<file path="src/logic/gfs_pkg.sv">
`default_nettype none
package gfs_pkg;
    localparam int GV_W          = 7;   // scale factor width, values 0..91
    localparam int RES_W         = 10;  // signed residual width
    localparam int SYM_W         = 5;
    localparam int BITS_W        = 17;  // longest raw run: 4 + 6 + 7
    localparam int LEN_W         = 5;
    localparam int OFF_W         = 8;
    localparam int CTX_W         = 3;
    localparam int GAIN_W        = 16;  // unsigned Q4.12 gain
    localparam int DIRECT_LOW    = -12;
    localparam int DIRECT_HIGH   = 12;
    localparam int SYM_TOP       = 26;  // alphabet of 27, top escape symbol
    localparam int ESC_SHORT_LIM = 15;
    localparam int ESC_MID_LIM   = 63;
    localparam int ESC_SHORT_N   = 4;
    localparam int ESC_MID_N     = 6;
    localparam int ESC_LONG_N    = 7;
    localparam int LSB_N         = 2;
    localparam int CTX_LIM       = 3;
    // 1.15 in Q4.12 is 4710.4, so below 1.15 means code below 4711
    localparam logic [GAIN_W-1:0] FLAT_LIMIT_Q12 = 16'h1267;
    localparam logic HIST_RESET = 1'b0;

    typedef enum logic [2:0] {
        GFS_K_START, GFS_K_SYM, GFS_K_ARBIT, GFS_K_FINISH, GFS_K_PLAIN
    } gfs_kind_e;

    typedef enum logic [2:0] {
        GFS_T_SE00, GFS_T_SE01, GFS_T_SE02, GFS_T_SE10, GFS_T_SE11
    } gfs_tbl_e;

    typedef struct packed {
        gfs_kind_e               kind;
        logic [SYM_W-1:0]        value;
        gfs_tbl_e                tbl;
        logic signed [CTX_W-1:0] ctx_t;
        logic signed [CTX_W-1:0] ctx_f;
        logic                    write_en;
    } gfs_cmd_s;
endpackage
`default_nettype wire

</file>
<file path="src/logic/gfs_cmd_if.sv">
`default_nettype none
interface gfs_cmd_if;
    import gfs_pkg::*;
    logic     valid;
    logic     ready;
    gfs_cmd_s cmd;
    modport src (output valid, output cmd, input ready);
    modport snk (input valid, input cmd, output ready);
endinterface
`default_nettype wire

</file>
<file path="src/logic/gfs_enc.sv">
`default_nettype none
module gfs_enc
    import gfs_pkg::*;
#(
    parameter int MAX_BANDS = 12,
    parameter int MAX_TILES = 4,
    parameter int F_W       = $clog2(MAX_BANDS + 1)
) (
    input  wire logic                                sys_clk,
    input  wire logic                                rst_b,
    input  wire logic                                frame_start,
    input  wire logic                                independent_frame_marker,
    input  wire logic                                write_output_enable,
    input  wire logic [2:0]                          tile_count,
    input  wire logic [F_W-1:0]                      band_count,
    input  wire logic [MAX_BANDS-1:0][GV_W-1:0]      scale_factors,
    input  wire logic [MAX_TILES-1:0][1:0]           current_whiten_levels,
    input  wire logic [GAIN_W-1:0]                   gain_reflection,
    input  wire logic [GAIN_W-1:0]                   gain_shaping,
    input  wire logic                                history_save,
    input  wire logic                                history_restore,
    output gfs_pkg::gfs_tbl_e                        tbl_query,
    output logic signed [gfs_pkg::CTX_W-1:0]         ctx_t_query,
    output logic signed [gfs_pkg::CTX_W-1:0]         ctx_f_query,
    input  wire logic signed [gfs_pkg::OFF_W-1:0]    table_offset,
    output logic                                     core_valid,
    output gfs_pkg::gfs_cmd_s                        core_cmd,
    input  wire logic                                core_ready,
    output logic                                     busy,
    output logic                                     done,
    output logic                                     temporal_flat_flag,
    output logic                                     history_valid
);
    import gfs_pkg::*;

    typedef enum logic [2:0] {
        ST_IDLE, ST_ZERO, ST_START, ST_BAND, ST_BITS, ST_FINISH, ST_DRAIN
    } gfs_state_e;

    gfs_state_e               state_r;
    gfs_state_e               state_nxt;
    logic                     rst_meta_r;
    logic                     rst_sync_b;
    logic [F_W-1:0]           f_r;
    logic [BITS_W-1:0]        bits_r;
    logic [LEN_W-1:0]         cnt_r;
    logic                     plain_r;
    logic                     t_r;
    logic                     t_save_r;
    logic [MAX_BANDS-1:0][GV_W-1:0] prev_r;
    logic [MAX_BANDS-1:0][GV_W-1:0] prev_save_r;
    logic [MAX_TILES-1:0][1:0]      previous_whiten_levels;
    logic                     wr_en_r;
    logic                     done_r;
    logic                     flat_r;
    logic                     accept;
    logic                     all_scales_zero_flag;
    logic                     first_split;
    logic                     last_band;
    logic [F_W-1:0]           fm1;
    logic [F_W-1:0]           fm2;
    logic signed [RES_W-1:0]  va;
    logic signed [RES_W-1:0]  vb;
    logic signed [RES_W-1:0]  vc;
    logic signed [RES_W-1:0]  ve;
    logic signed [RES_W-1:0]  residual;
    logic [SYM_W-1:0]         res_sym;
    logic [BITS_W-1:0]        esc_bits;
    logic [LEN_W-1:0]         esc_len;
    logic [LEN_W+BITS_W-1:0]  tail;
    gfs_cmd_s                 cmd;

    gfs_cmd_if cmd_link ();

    // reset is released through two flops; assertion stays asynchronous
    always_ff @(posedge sys_clk or negedge rst_b) begin
        if (!rst_b) begin
            rst_meta_r <= 1'b0;
            rst_sync_b <= 1'b0;
        end else begin
            rst_meta_r <= 1'b1;
            rst_sync_b <= rst_meta_r;
        end
    end

    function automatic logic signed [RES_W-1:0] sx(input logic [GV_W-1:0] v);
        return $signed({{(RES_W - GV_W){1'b0}}, v});
    endfunction

    function automatic logic signed [CTX_W-1:0] quant_ctx(input logic signed [RES_W-1:0] x);
        if (x > RES_W'(CTX_LIM)) begin
            return CTX_W'(CTX_LIM);
        end else if (x < RES_W'(-CTX_LIM)) begin
            return CTX_W'(-CTX_LIM);
        end
        return x[CTX_W-1:0];
    endfunction

    // whitening levels followed by the flat bit, left aligned
    function automatic logic [LEN_W+BITS_W-1:0] tail_code(
        input logic [MAX_TILES-1:0][1:0] cur,
        input logic [MAX_TILES-1:0][1:0] prv,
        input logic [2:0]                tc,
        input logic                      indep,
        input logic                      flat
    );
        logic [BITS_W-1:0] acc;
        logic [LEN_W-1:0]  n;
        logic              same;
        logic              diff;
        acc  = '0;
        n    = '0;
        same = !indep;
        diff = 1'b0;
        for (int k = 0; k < MAX_TILES; k++) begin
            if (k < int'(tc) && cur[k] != prv[k]) begin
                same = 1'b0;
            end
        end
        if (same) begin
            acc = {acc[BITS_W-2:0], 1'b1};
            n   = n + LEN_W'(1);
        end else begin
            if (!indep) begin
                acc = {acc[BITS_W-2:0], 1'b0};
                n   = n + LEN_W'(1);
            end
            for (int k = 0; k < MAX_TILES; k++) begin
                if (k > 0 && k < int'(tc) && cur[k] != cur[k-1]) begin
                    diff = 1'b1;
                end
            end
            for (int k = 0; k < MAX_TILES; k++) begin
                if (k == 0 || (k < int'(tc) && diff)) begin
                    if (k == 1) begin
                        acc = {acc[BITS_W-2:0], diff};
                        n   = n + LEN_W'(1);
                    end
                    if (cur[k] == 2'h1) begin
                        acc = {acc[BITS_W-2:0], 1'b0};
                        n   = n + LEN_W'(1);
                    end else begin
                        acc = {acc[BITS_W-3:0], 1'b1, cur[k] != 2'h0};
                        n   = n + LEN_W'(2);
                    end
                end else if (k == 1) begin
                    acc = {acc[BITS_W-2:0], 1'b0};
                    n   = n + LEN_W'(1);
                end
            end
        end
        acc = {acc[BITS_W-2:0], flat};
        n   = n + LEN_W'(1);
        return {n, acc << (LEN_W'(BITS_W) - n)};
    endfunction

    assign all_scales_zero_flag = (scale_factors == '0);
    assign fm1 = (f_r == '0) ? '0 : f_r - F_W'(1);
    assign fm2 = (f_r < F_W'(2)) ? '0 : f_r - F_W'(2);
    assign va  = sx(prev_r[f_r]);
    assign vc  = sx(prev_r[fm1]);
    assign vb  = sx(scale_factors[fm1]);
    assign ve  = sx(scale_factors[fm2]);
    // t clear means no usable history, so a dependent frame codes its scale factors as independent
    assign first_split = !t_r && f_r == '0;
    assign last_band   = (f_r + F_W'(1) >= band_count);
    assign tail = tail_code(current_whiten_levels, previous_whiten_levels, tile_count,
                            independent_frame_marker, flat_r);

    always_comb begin
        tbl_query   = GFS_T_SE00;
        ctx_t_query = '0;
        ctx_f_query = '0;
        residual    = '0;
        if (!t_r) begin
            if (f_r == F_W'(1)) begin
                tbl_query = GFS_T_SE01;
                residual  = sx(scale_factors[f_r]) - vb;
            end else if (f_r != '0) begin
                tbl_query   = GFS_T_SE02;
                ctx_f_query = quant_ctx(vb - ve);
                residual    = sx(scale_factors[f_r]) - vb;
            end
        end else if (f_r == '0) begin
            tbl_query = GFS_T_SE10;
            residual  = sx(scale_factors[f_r]) - va;
        end else begin
            tbl_query   = GFS_T_SE11;
            ctx_f_query = quant_ctx(va - vc);
            ctx_t_query = quant_ctx(vb - vc);
            residual    = sx(scale_factors[f_r]) - (va + vb - vc);
        end
    end

    gfs_resid u_resid (
        .residual (residual),
        .offset   (table_offset),
        .symbol   (res_sym),
        .esc_bits (esc_bits),
        .esc_len  (esc_len)
    );

    // one item per state step; the core sees it through the buffer
    always_comb begin
        cmd          = '0;
        cmd.write_en = wr_en_r;
        cmd.tbl      = tbl_query;
        cmd.ctx_t    = ctx_t_query;
        cmd.ctx_f    = ctx_f_query;
        unique case (state_r)
            ST_ZERO: begin
                cmd.kind  = GFS_K_PLAIN;
                cmd.value = SYM_W'(all_scales_zero_flag);
            end
            ST_START: begin
                cmd.kind = GFS_K_START;
            end
            ST_BAND: begin
                cmd.kind  = GFS_K_SYM;
                cmd.value = first_split ? SYM_W'(scale_factors[0] >> LSB_N) : res_sym;
            end
            ST_BITS: begin
                cmd.kind  = plain_r ? GFS_K_PLAIN : GFS_K_ARBIT;
                cmd.value = SYM_W'(bits_r[BITS_W-1]);
            end
            ST_FINISH: begin
                cmd.kind = GFS_K_FINISH;
            end
            default: begin
                cmd.kind = GFS_K_START;
            end
        endcase
    end

    assign cmd_link.valid = (state_r != ST_IDLE) && (state_r != ST_DRAIN);
    assign cmd_link.cmd   = cmd;
    assign accept         = cmd_link.valid && cmd_link.ready;

    // two entries let the core stall for a cycle without a word being lost
    gfs_buf #(
        .WIDTH ($bits(gfs_cmd_s)),
        .DEPTH (2)
    ) u_buf (
        .sys_clk    (sys_clk),
        .rst_sync_b (rst_sync_b),
        .in_port    (cmd_link),
        .out_valid  (core_valid),
        .out_data   (core_cmd),
        .out_ready  (core_ready)
    );

    always_comb begin
        state_nxt = state_r;
        unique case (state_r)
            ST_IDLE: begin
                if (frame_start) begin
                    state_nxt = ST_ZERO;
                end
            end
            ST_ZERO: begin
                if (accept) begin
                    state_nxt = all_scales_zero_flag ? ST_BITS : ST_START;
                end
            end
            ST_START: begin
                if (accept) begin
                    state_nxt = ST_BAND;
                end
            end
            ST_BAND: begin
                if (accept) begin
                    if (first_split || esc_len != '0) begin
                        state_nxt = ST_BITS;
                    end else if (last_band) begin
                        state_nxt = ST_FINISH;
                    end
                end
            end
            ST_BITS: begin
                if (accept && cnt_r == LEN_W'(1)) begin
                    if (plain_r) begin
                        state_nxt = ST_DRAIN;
                    end else if (f_r >= band_count) begin
                        state_nxt = ST_FINISH;
                    end else begin
                        state_nxt = ST_BAND;
                    end
                end
            end
            ST_FINISH: begin
                if (accept) begin
                    state_nxt = ST_BITS;
                end
            end
            ST_DRAIN: begin
                if (!core_valid) begin
                    state_nxt = ST_IDLE;
                end
            end
        endcase
    end

    always_ff @(posedge sys_clk or negedge rst_sync_b) begin
        if (!rst_sync_b) begin
            state_r <= ST_IDLE;
        end else begin
            state_r <= state_nxt;
        end
    end

    // band index and the raw bit shifter
    always_ff @(posedge sys_clk or negedge rst_sync_b) begin
        if (!rst_sync_b) begin
            f_r     <= '0;
            bits_r  <= '0;
            cnt_r   <= '0;
            plain_r <= 1'b0;
        end else if (state_r == ST_IDLE) begin
            f_r <= '0;
        end else if (accept) begin
            unique case (state_r)
                ST_BAND: begin
                    f_r     <= f_r + F_W'(1);
                    plain_r <= 1'b0;
                    if (first_split) begin
                        bits_r <= {scale_factors[0][LSB_N-1:0], 15'h0};
                        cnt_r  <= LEN_W'(LSB_N);
                    end else begin
                        bits_r <= esc_bits;
                        cnt_r  <= esc_len;
                    end
                end
                ST_BITS: begin
                    bits_r <= {bits_r[BITS_W-2:0], 1'b0};
                    cnt_r  <= cnt_r - LEN_W'(1);
                end
                ST_ZERO, ST_FINISH: begin
                    bits_r  <= tail[BITS_W-1:0];
                    cnt_r   <= tail[LEN_W+BITS_W-1:BITS_W];
                    plain_r <= 1'b1;
                end
                default: begin
                end
            endcase
        end
    end

    // history valid bit and previous vector, with the shadow copy
    always_ff @(posedge sys_clk or negedge rst_sync_b) begin
        if (!rst_sync_b) begin
            t_r         <= HIST_RESET;
            t_save_r    <= HIST_RESET;
            prev_r      <= '0;
            prev_save_r <= '0;
        end else if (state_r == ST_IDLE) begin
            if (frame_start && independent_frame_marker) begin
                t_r <= 1'b0;
            end else if (history_restore) begin
                t_r    <= t_save_r;
                prev_r <= prev_save_r;
            end
            if (history_save) begin
                t_save_r    <= t_r;
                prev_save_r <= prev_r;
            end
        end else if (accept && state_r == ST_ZERO && all_scales_zero_flag) begin
            t_r <= 1'b0;
        end else if (accept && state_r == ST_FINISH) begin
            t_r    <= 1'b1;
            prev_r <= scale_factors;
        end
    end

    // per-frame latches, whitening history and the done pulse
    always_ff @(posedge sys_clk or negedge rst_sync_b) begin
        if (!rst_sync_b) begin
            previous_whiten_levels <= '0;
            wr_en_r                <= 1'b0;
            flat_r                 <= 1'b0;
            done_r                 <= 1'b0;
        end else begin
            done_r <= (state_r == ST_DRAIN) && !core_valid;
            if (state_r == ST_IDLE && frame_start) begin
                wr_en_r <= write_output_enable;
                flat_r  <= (gain_reflection < FLAT_LIMIT_Q12) &&
                           (gain_shaping < FLAT_LIMIT_Q12);
            end
            if (accept && (state_r == ST_FINISH ||
                           (state_r == ST_ZERO && all_scales_zero_flag))) begin
                previous_whiten_levels <= current_whiten_levels;
            end
        end
    end

    assign busy               = (state_r != ST_IDLE);
    assign done               = done_r;
    assign temporal_flat_flag = flat_r;
    assign history_valid      = t_r;
endmodule // gfs_enc
`default_nettype wire

</file>
<file path="src/logic/gfs_resid.sv">
`default_nettype none
module gfs_resid
    import gfs_pkg::*;
(
    input  wire logic signed [RES_W-1:0] residual,
    input  wire logic signed [OFF_W-1:0] offset,
    output logic [SYM_W-1:0]             symbol,
    output logic [BITS_W-1:0]            esc_bits,
    output logic [LEN_W-1:0]             esc_len
);
    logic signed [RES_W-1:0] x;
    logic        [RES_W-1:0] extra;

    always_comb begin
        x        = residual + RES_W'(offset);
        extra    = '0;
        esc_bits = '0;
        esc_len  = '0;
        if (x >= RES_W'(DIRECT_LOW) && x <= RES_W'(DIRECT_HIGH)) begin
            symbol = SYM_W'(x - RES_W'(DIRECT_LOW) + RES_W'(1));
        end else if (x < RES_W'(DIRECT_LOW)) begin
            symbol = '0;
            extra  = RES_W'(RES_W'(DIRECT_LOW - 1) - x);
        end else begin
            symbol = SYM_W'(SYM_TOP);
            extra  = RES_W'(x - RES_W'(DIRECT_HIGH + 1));
        end
        if (symbol == '0 || symbol == SYM_W'(SYM_TOP)) begin
            if (extra < RES_W'(ESC_SHORT_LIM)) begin
                esc_bits = {extra[ESC_SHORT_N-1:0], 13'h0};
                esc_len  = LEN_W'(ESC_SHORT_N);
            end else if (extra - RES_W'(ESC_SHORT_LIM) < RES_W'(ESC_MID_LIM)) begin
                esc_bits = {4'hf, 6'(extra - RES_W'(ESC_SHORT_LIM)), 7'h0};
                esc_len  = LEN_W'(ESC_SHORT_N + ESC_MID_N);
            end else begin
                esc_bits = {4'hf, 6'h3f,
                            7'(extra - RES_W'(ESC_SHORT_LIM + ESC_MID_LIM))};
                esc_len  = LEN_W'(ESC_SHORT_N + ESC_MID_N + ESC_LONG_N);
            end
        end
    end
endmodule // gfs_resid
`default_nettype wire

</file>
<file path="src/logic/gfs_buf.sv">
`default_nettype none
module gfs_buf
    import gfs_pkg::*;
#(
    parameter int WIDTH = $bits(gfs_cmd_s),
    parameter int DEPTH = 2
) (
    input  wire logic   sys_clk,
    input  wire logic   rst_sync_b,
    gfs_cmd_if.snk      in_port,
    output logic        out_valid,
    output logic [WIDTH-1:0] out_data,
    input  wire logic   out_ready
);
    localparam int PW = (DEPTH > 1) ? $clog2(DEPTH) : 1;
    localparam int CW = $clog2(DEPTH + 1);

    logic [WIDTH-1:0] mem_r [DEPTH];
    logic [PW-1:0]    wr_r;
    logic [PW-1:0]    rd_r;
    logic [CW-1:0]    cnt_r;
    logic             push;
    logic             pop;

    function automatic logic [PW-1:0] wrap_inc(input logic [PW-1:0] p);
        return (p == PW'(DEPTH - 1)) ? '0 : p + PW'(1);
    endfunction

    assign in_port.ready = (cnt_r != CW'(DEPTH));
    assign out_valid     = (cnt_r != '0);
    assign out_data      = mem_r[rd_r];
    assign push          = in_port.valid && in_port.ready;
    assign pop           = out_valid && out_ready;

    always_ff @(posedge sys_clk) begin
        if (push) begin
            mem_r[wr_r] <= WIDTH'(in_port.cmd);
        end
    end

    always_ff @(posedge sys_clk or negedge rst_sync_b) begin
        if (!rst_sync_b) begin
            wr_r  <= '0;
            rd_r  <= '0;
            cnt_r <= '0;
        end else begin
            if (push) begin
                wr_r <= wrap_inc(wr_r);
            end
            if (pop) begin
                rd_r <= wrap_inc(rd_r);
            end
            cnt_r <= cnt_r + CW'(push) - CW'(pop);
        end
    end
endmodule // gfs_buf
`default_nettype wire

</file>
<file path="config.mk">
export PLATFORM = sky130hd
export DESIGN_NAME = gfs_enc
export DESIGN_NICKNAME = d
export VERILOG_FILES = /design/src/logic/gfs_pkg.sv /design/src/logic/gfs_cmd_if.sv /design/src/logic/gfs_enc.sv /design/src/logic/gfs_resid.sv /design/src/logic/gfs_buf.sv
export SDC_FILE = /design/constraint.sdc
export NUM_CORES = 1
export LEC_CHECK = 0
export BUFFER_PORTS_ARGS = -buffer_cell sky130_fd_sc_hd__buf_4
export CORE_MARGIN = 3
export CORE_UTILIZATION = 55
export DETAILED_ROUTE_END_ITERATION = 12
export PLACE_DENSITY_LB_ADDON = 0.3
export SLEW_MARGIN = 20
export SYNTH_ARGS = -nofsm -noshare
export SYNTH_HDL_FRONTEND = slang
export SYNTH_SLANG_ARGS = --single-unit
export TNS_END_PERCENT = 5
</file>
<file path="constraint.sdc">
create_clock -name sys_clk -period 17.85 [get_ports sys_clk]
set_input_delay 1.785 -clock sys_clk [delete_from_list [all_inputs] [get_ports sys_clk]]
set_output_delay 1.785 -clock sys_clk [all_outputs]
set_load 0.05 [all_outputs]
</file>
==> Implementation_results.wiki <==
{| class="wikitable"
! Metric !! Value
|-
| Area after detailed placement || 0.0231 mm2
|-
| Worst setup path endpoint || bits_r[6]
|-
| Number of nets in the synthesized netlist || 2748
|-
| Area of the core region || 0.0381 mm2
|-
| FF+latch area || 0.00652 mm2
|-
| Synthesized netlist cell count || 2491
|-
| Die width || 204 um
|-
| Cell taking the most area after synthesis || dfrtp_1
|-
| Vias in the first global route || 19600
|-
| Minimum setup slack among reg-to-reg paths || 5.81 ns
|-
| Global route overflow || 0
|-
| Number of hold-slack violations in the final timing report || 0
|-
| Beginning of the worst register-to-register path || f_r[1]
|-
| Post-CTS setup repair buffer count || 0
|-
| Vertical die dimension || 204 um
|-
| Vias after detailed routing || 20700
|-
| Initial core utilization || 56.5%
|-
| Unrepaired setup endpoints after global routing || false
|-
| Launch point of the worst path || f_r[1]
|-
| TritonCTS sink count || 253
|-
| Synth cell types || 104
|-
| Synth-to-Final Area Change || 11.5%
|-
| H-tree levels || 1
|-
| Biggest area contributors in the synthesized netlist || dfrtp_1 (25%), mux2_2 (7.6%), nand2_1 (6.0%), ha_1 (5.6%), edfxtp_1 (5.0%)
|-
| Register area share after synthesis || 30.2%
|-
| TritonCTS clock tree || done
|-
| # hold bufs at CTS || 0
|-
| Post-cts resize count || 0
|-
| Detailed Routing Iterations Pass 1 || 7
|-
| Final weighted congestion of routability-driven global placement || 1.00
|-
| Total of max-cap violations || 0
|-
| Initial antenna violation count || 1
|-
| Max Buffers Root-to-Sink || 3
|-
| Slew HR || 28.6%
|-
| Clock insertion delay at the later pin of the skew report || 0.58 ns
|-
| Iteration-0 DRC count of the detailed router || 2188
|-
| Capture instance of the worst register-to-register path || bits_r[6]
|-
| Number of inserted filler cells in the final layout || 3186
|-
| Final antenna-violating net count || 0
|-
| Max Clock Skew || 0.0199 ns
|-
| Post-Synthesis Cell Area || 0.0215 mm2
|-
| Worst hold slack || 0.323 ns
|-
| Total of endpoints with negative setup slack in the final report || 0
|-
| Measured slew at the worst slew-check pin || 1.07 ns
|-
| Number of enable flip-flop cells after synthesis || 36
|-
| Global-route wire length before repair || 114000 um
|-
| Total Die Area || 0.0416 mm2
|-
| Worst path max stage delay || 0.78 ns
|-
| Ports || 179
|-
| CTS root buf || clkbuf_16
|-
| Mean cell area of the mapped netlist || 8.65 um2
|-
| Largest net degree at the start of global routing || 99
|-
| Worst setup path category || flip-flop to flip-flop
|-
| Final Cell Area || 0.0240 mm2
|-
| #FFs+latches synth || 253
|-
| Half-perimeter wire length after detailed placement || 54900 um
|-
| Fmax || 0.0831 GHz
|-
| Final core utilization || 63.0%
|-
| Critical Path Fanout Max || 38
|-
| Post-route fraction of the period consumed by the critical path || 67.4%
|-
| Detailed-route DRC error count || 0
|-
| Cell with the largest stage delay on the worst path || nand2_1
|-
| Number of slew-limit violations in the final report || 0
|-
| Critical path required time || 18.36 ns
|-
| Via count normalized by instance count || 6.71
|-
| Top flip-flop cell by instance count after synthesis || dfrtp_1
|-
| Outcome || finished, final reports clean
|-
| Post-detailed-routing wire length || 74200 um
|-
| Kind of start point of the critical path || flip-flop
|-
| Buffers on Ports || 178
|-
| Proportion of netlist area held by the largest area contributor || 25.2%
|-
| Area occupied by multi-input gates || 0.0140 mm2
|-
| Crit path arrival time || 12.55 ns
|-
| Worst hold path type || flip-flop to asynchronous set/reset pin
|-
| Number of synthesis warnings || 0
|-
| FF-to-FF path depth || 44
|-
| Setup total negative slack || 0 ns
|-
| Routed WL per cell || 24.0 um
|-
| Number of nets in the finished design || 2813
|-
| Total global routing track utilization || 34.7%
|-
| Post-synthesis async set-or-reset flop share || 85.8%
|-
| Standard-cell row count || 71
|-
| Type of element capturing the critical path || flip-flop
|-
| Clock transition at the registers of the reported paths || 0.06 ns
|-
| Fraction of layout instances using a drive strength above 1 || 19.2%
|-
| TritonCTS buffer count || 28
|-
| Tmin final || 12.04 ns
|}
==> cell families after synthesis <==
kind of cell / share of synthesized area, %
muxes: 13.9
AOI/OAI and AO/OA: 21.9
DFF: 30.2
and+or+nand+nor: 17.9
xor gates and xnor gates: 4.18
adders and majority gates: 6.88
buffers and inverters: 4.98
other: 0.0174
==> layout by cell type, fill, tap and decap left out, types with 11 or more instances in the layout <==
cell / synthesis / layout
clkbuf_16: 0 / 30
buf_4: 13 / 218
nor4_1: 29 / 29
nor2b_1: 22 / 22
mux2_2: 146 / 146
o22a_1: 12 / 11
nor2_1: 214 / 211
nand4_1: 12 / 12
nor3_1: 31 / 30
xnor2_1: 51 / 51
inv_1: 74 / 74
ha_1: 96 / 96
nand2_1: 346 / 346
nand3_1: 76 / 76
mux2i_1: 67 / 67
mux4_2: 30 / 30
a21oi_1: 141 / 141
edfxtp_1: 36 / 36
o211ai_1: 34 / 34
o31ai_1: 18 / 18
a22o_1: 19 / 19
dfrtp_1: 217 / 214
and3_1: 12 / 12
a221oi_1: 37 / 36
o21ai_0: 92 / 90
o22ai_1: 30 / 30
a211oi_1: 20 / 20
fa_1: 14 / 14
a22oi_1: 16 / 16
a31oi_1: 98 / 98
o21a_1: 24 / 24
xor2_1: 35 / 35
nand2b_1: 24 / 24
a21o_1: 28 / 28
==> worst max-delay path, delay by kind of cell (launching register included) <==
family / cells / cell delay (ns)
AO/OA/AOI/OAI: 16 / 3.39
buffers and inverters: 6 / 1.61
AND/OR/NAND/NOR: 10 / 2.80
adder cells (fa/ha/maj): 6 / 2.10
multiplexers: 1 / 0.78
XOR/XNOR: 5 / 0.92
flip-flops: 1 / 0.34
==> per-stage QoR <==
stage,setup slack (ns),cells
2_1_floorplan,8.16,2491
3_3_place_gp,6.45,3037
3_5_place_dp,6.11,3037
4_1_cts,6.08,3089
5_1_grt,5.05,3089
6_report,5.81,3090
==> synth_stat cells, types with 14 or more instances <==
cell	count
a211oi_1	20
a21o_1	28
a21oi_1	141
a221oi_1	37
a22o_1	19
a22oi_1	16
a31oi_1	98
buf_1	23
buf_2	15
clkbuf_1	129
dfrtp_1	217
edfxtp_1	36
fa_1	14
ha_1	96
inv_1	74
mux2_2	146
mux2i_1	67
mux4_2	30
nand2_1	346
nand2b_1	24
nand3_1	76
nor2_1	214
nor2b_1	22
nor3_1	31
nor4_1	29
o211ai_1	34
o21a_1	24
o21ai_0	92
o22ai_1	30
o31ai_1	18
xnor2_1	51
xor2_1	35
==> per-layer routing <==
metal / share of wire (%) / vias up / global-route usage (%)
li1: - / 9320 / -
met1: 41 / 10100 / 48.5
met2: 44 / 1130 / 52.9
met3: 11 / 232 / 8.54
met4: 4.4 / 0 / 12.1
met5: 0 / - / 0
==> how the worst min path moves through the flow <==
stage | from | end | slack, ns
detailed placement | rst_meta_r | rst_sync_b | 0.33
floorplan | rst_meta_r | rst_sync_b | 0.33
CTS | rst_sync_b | prev_save_r[3] | 0.35
global placement | rst_sync_b | previous_whiten_levels[2] | 0.34
finish | rst_sync_b | prev_save_r[3] | 0.32
global route | rst_meta_r | rst_sync_b | 0.37
==> cell type report <==
type	count	share of cell area (%)
Clock inverter	12	0.432
Multi-Input combinational cell	1977	58.3
Timing Repair Buffer	218	6.81
Sequential cell	253	27.1
Tap cell	511	2.66
Inverter	78	1.23
Antenna cell	1	0.0104
Clock buffer	40	3.41
==> registers in the layout, summed over array words and instances (netlist names) <==
name,count
bits_r,17
rst_sync_b,1
history_valid,1
u_buf.mem_r,36
f_r,4
rst_meta_r,1
u_buf.cnt_r,2
u_buf.rd_r,1
cnt_r,5
done,1
prev_r,84
plain_r,1
previous_whiten_levels,8
t_save_r,1
temporal_flat_flag,1
wr_en_r,1
state_r,3
prev_save_r,84
u_buf.wr_r,1
Power is left out: the tool's default activity adds up to more than one toggle a clock period on the data nets, which glitch-free logic cannot reach.
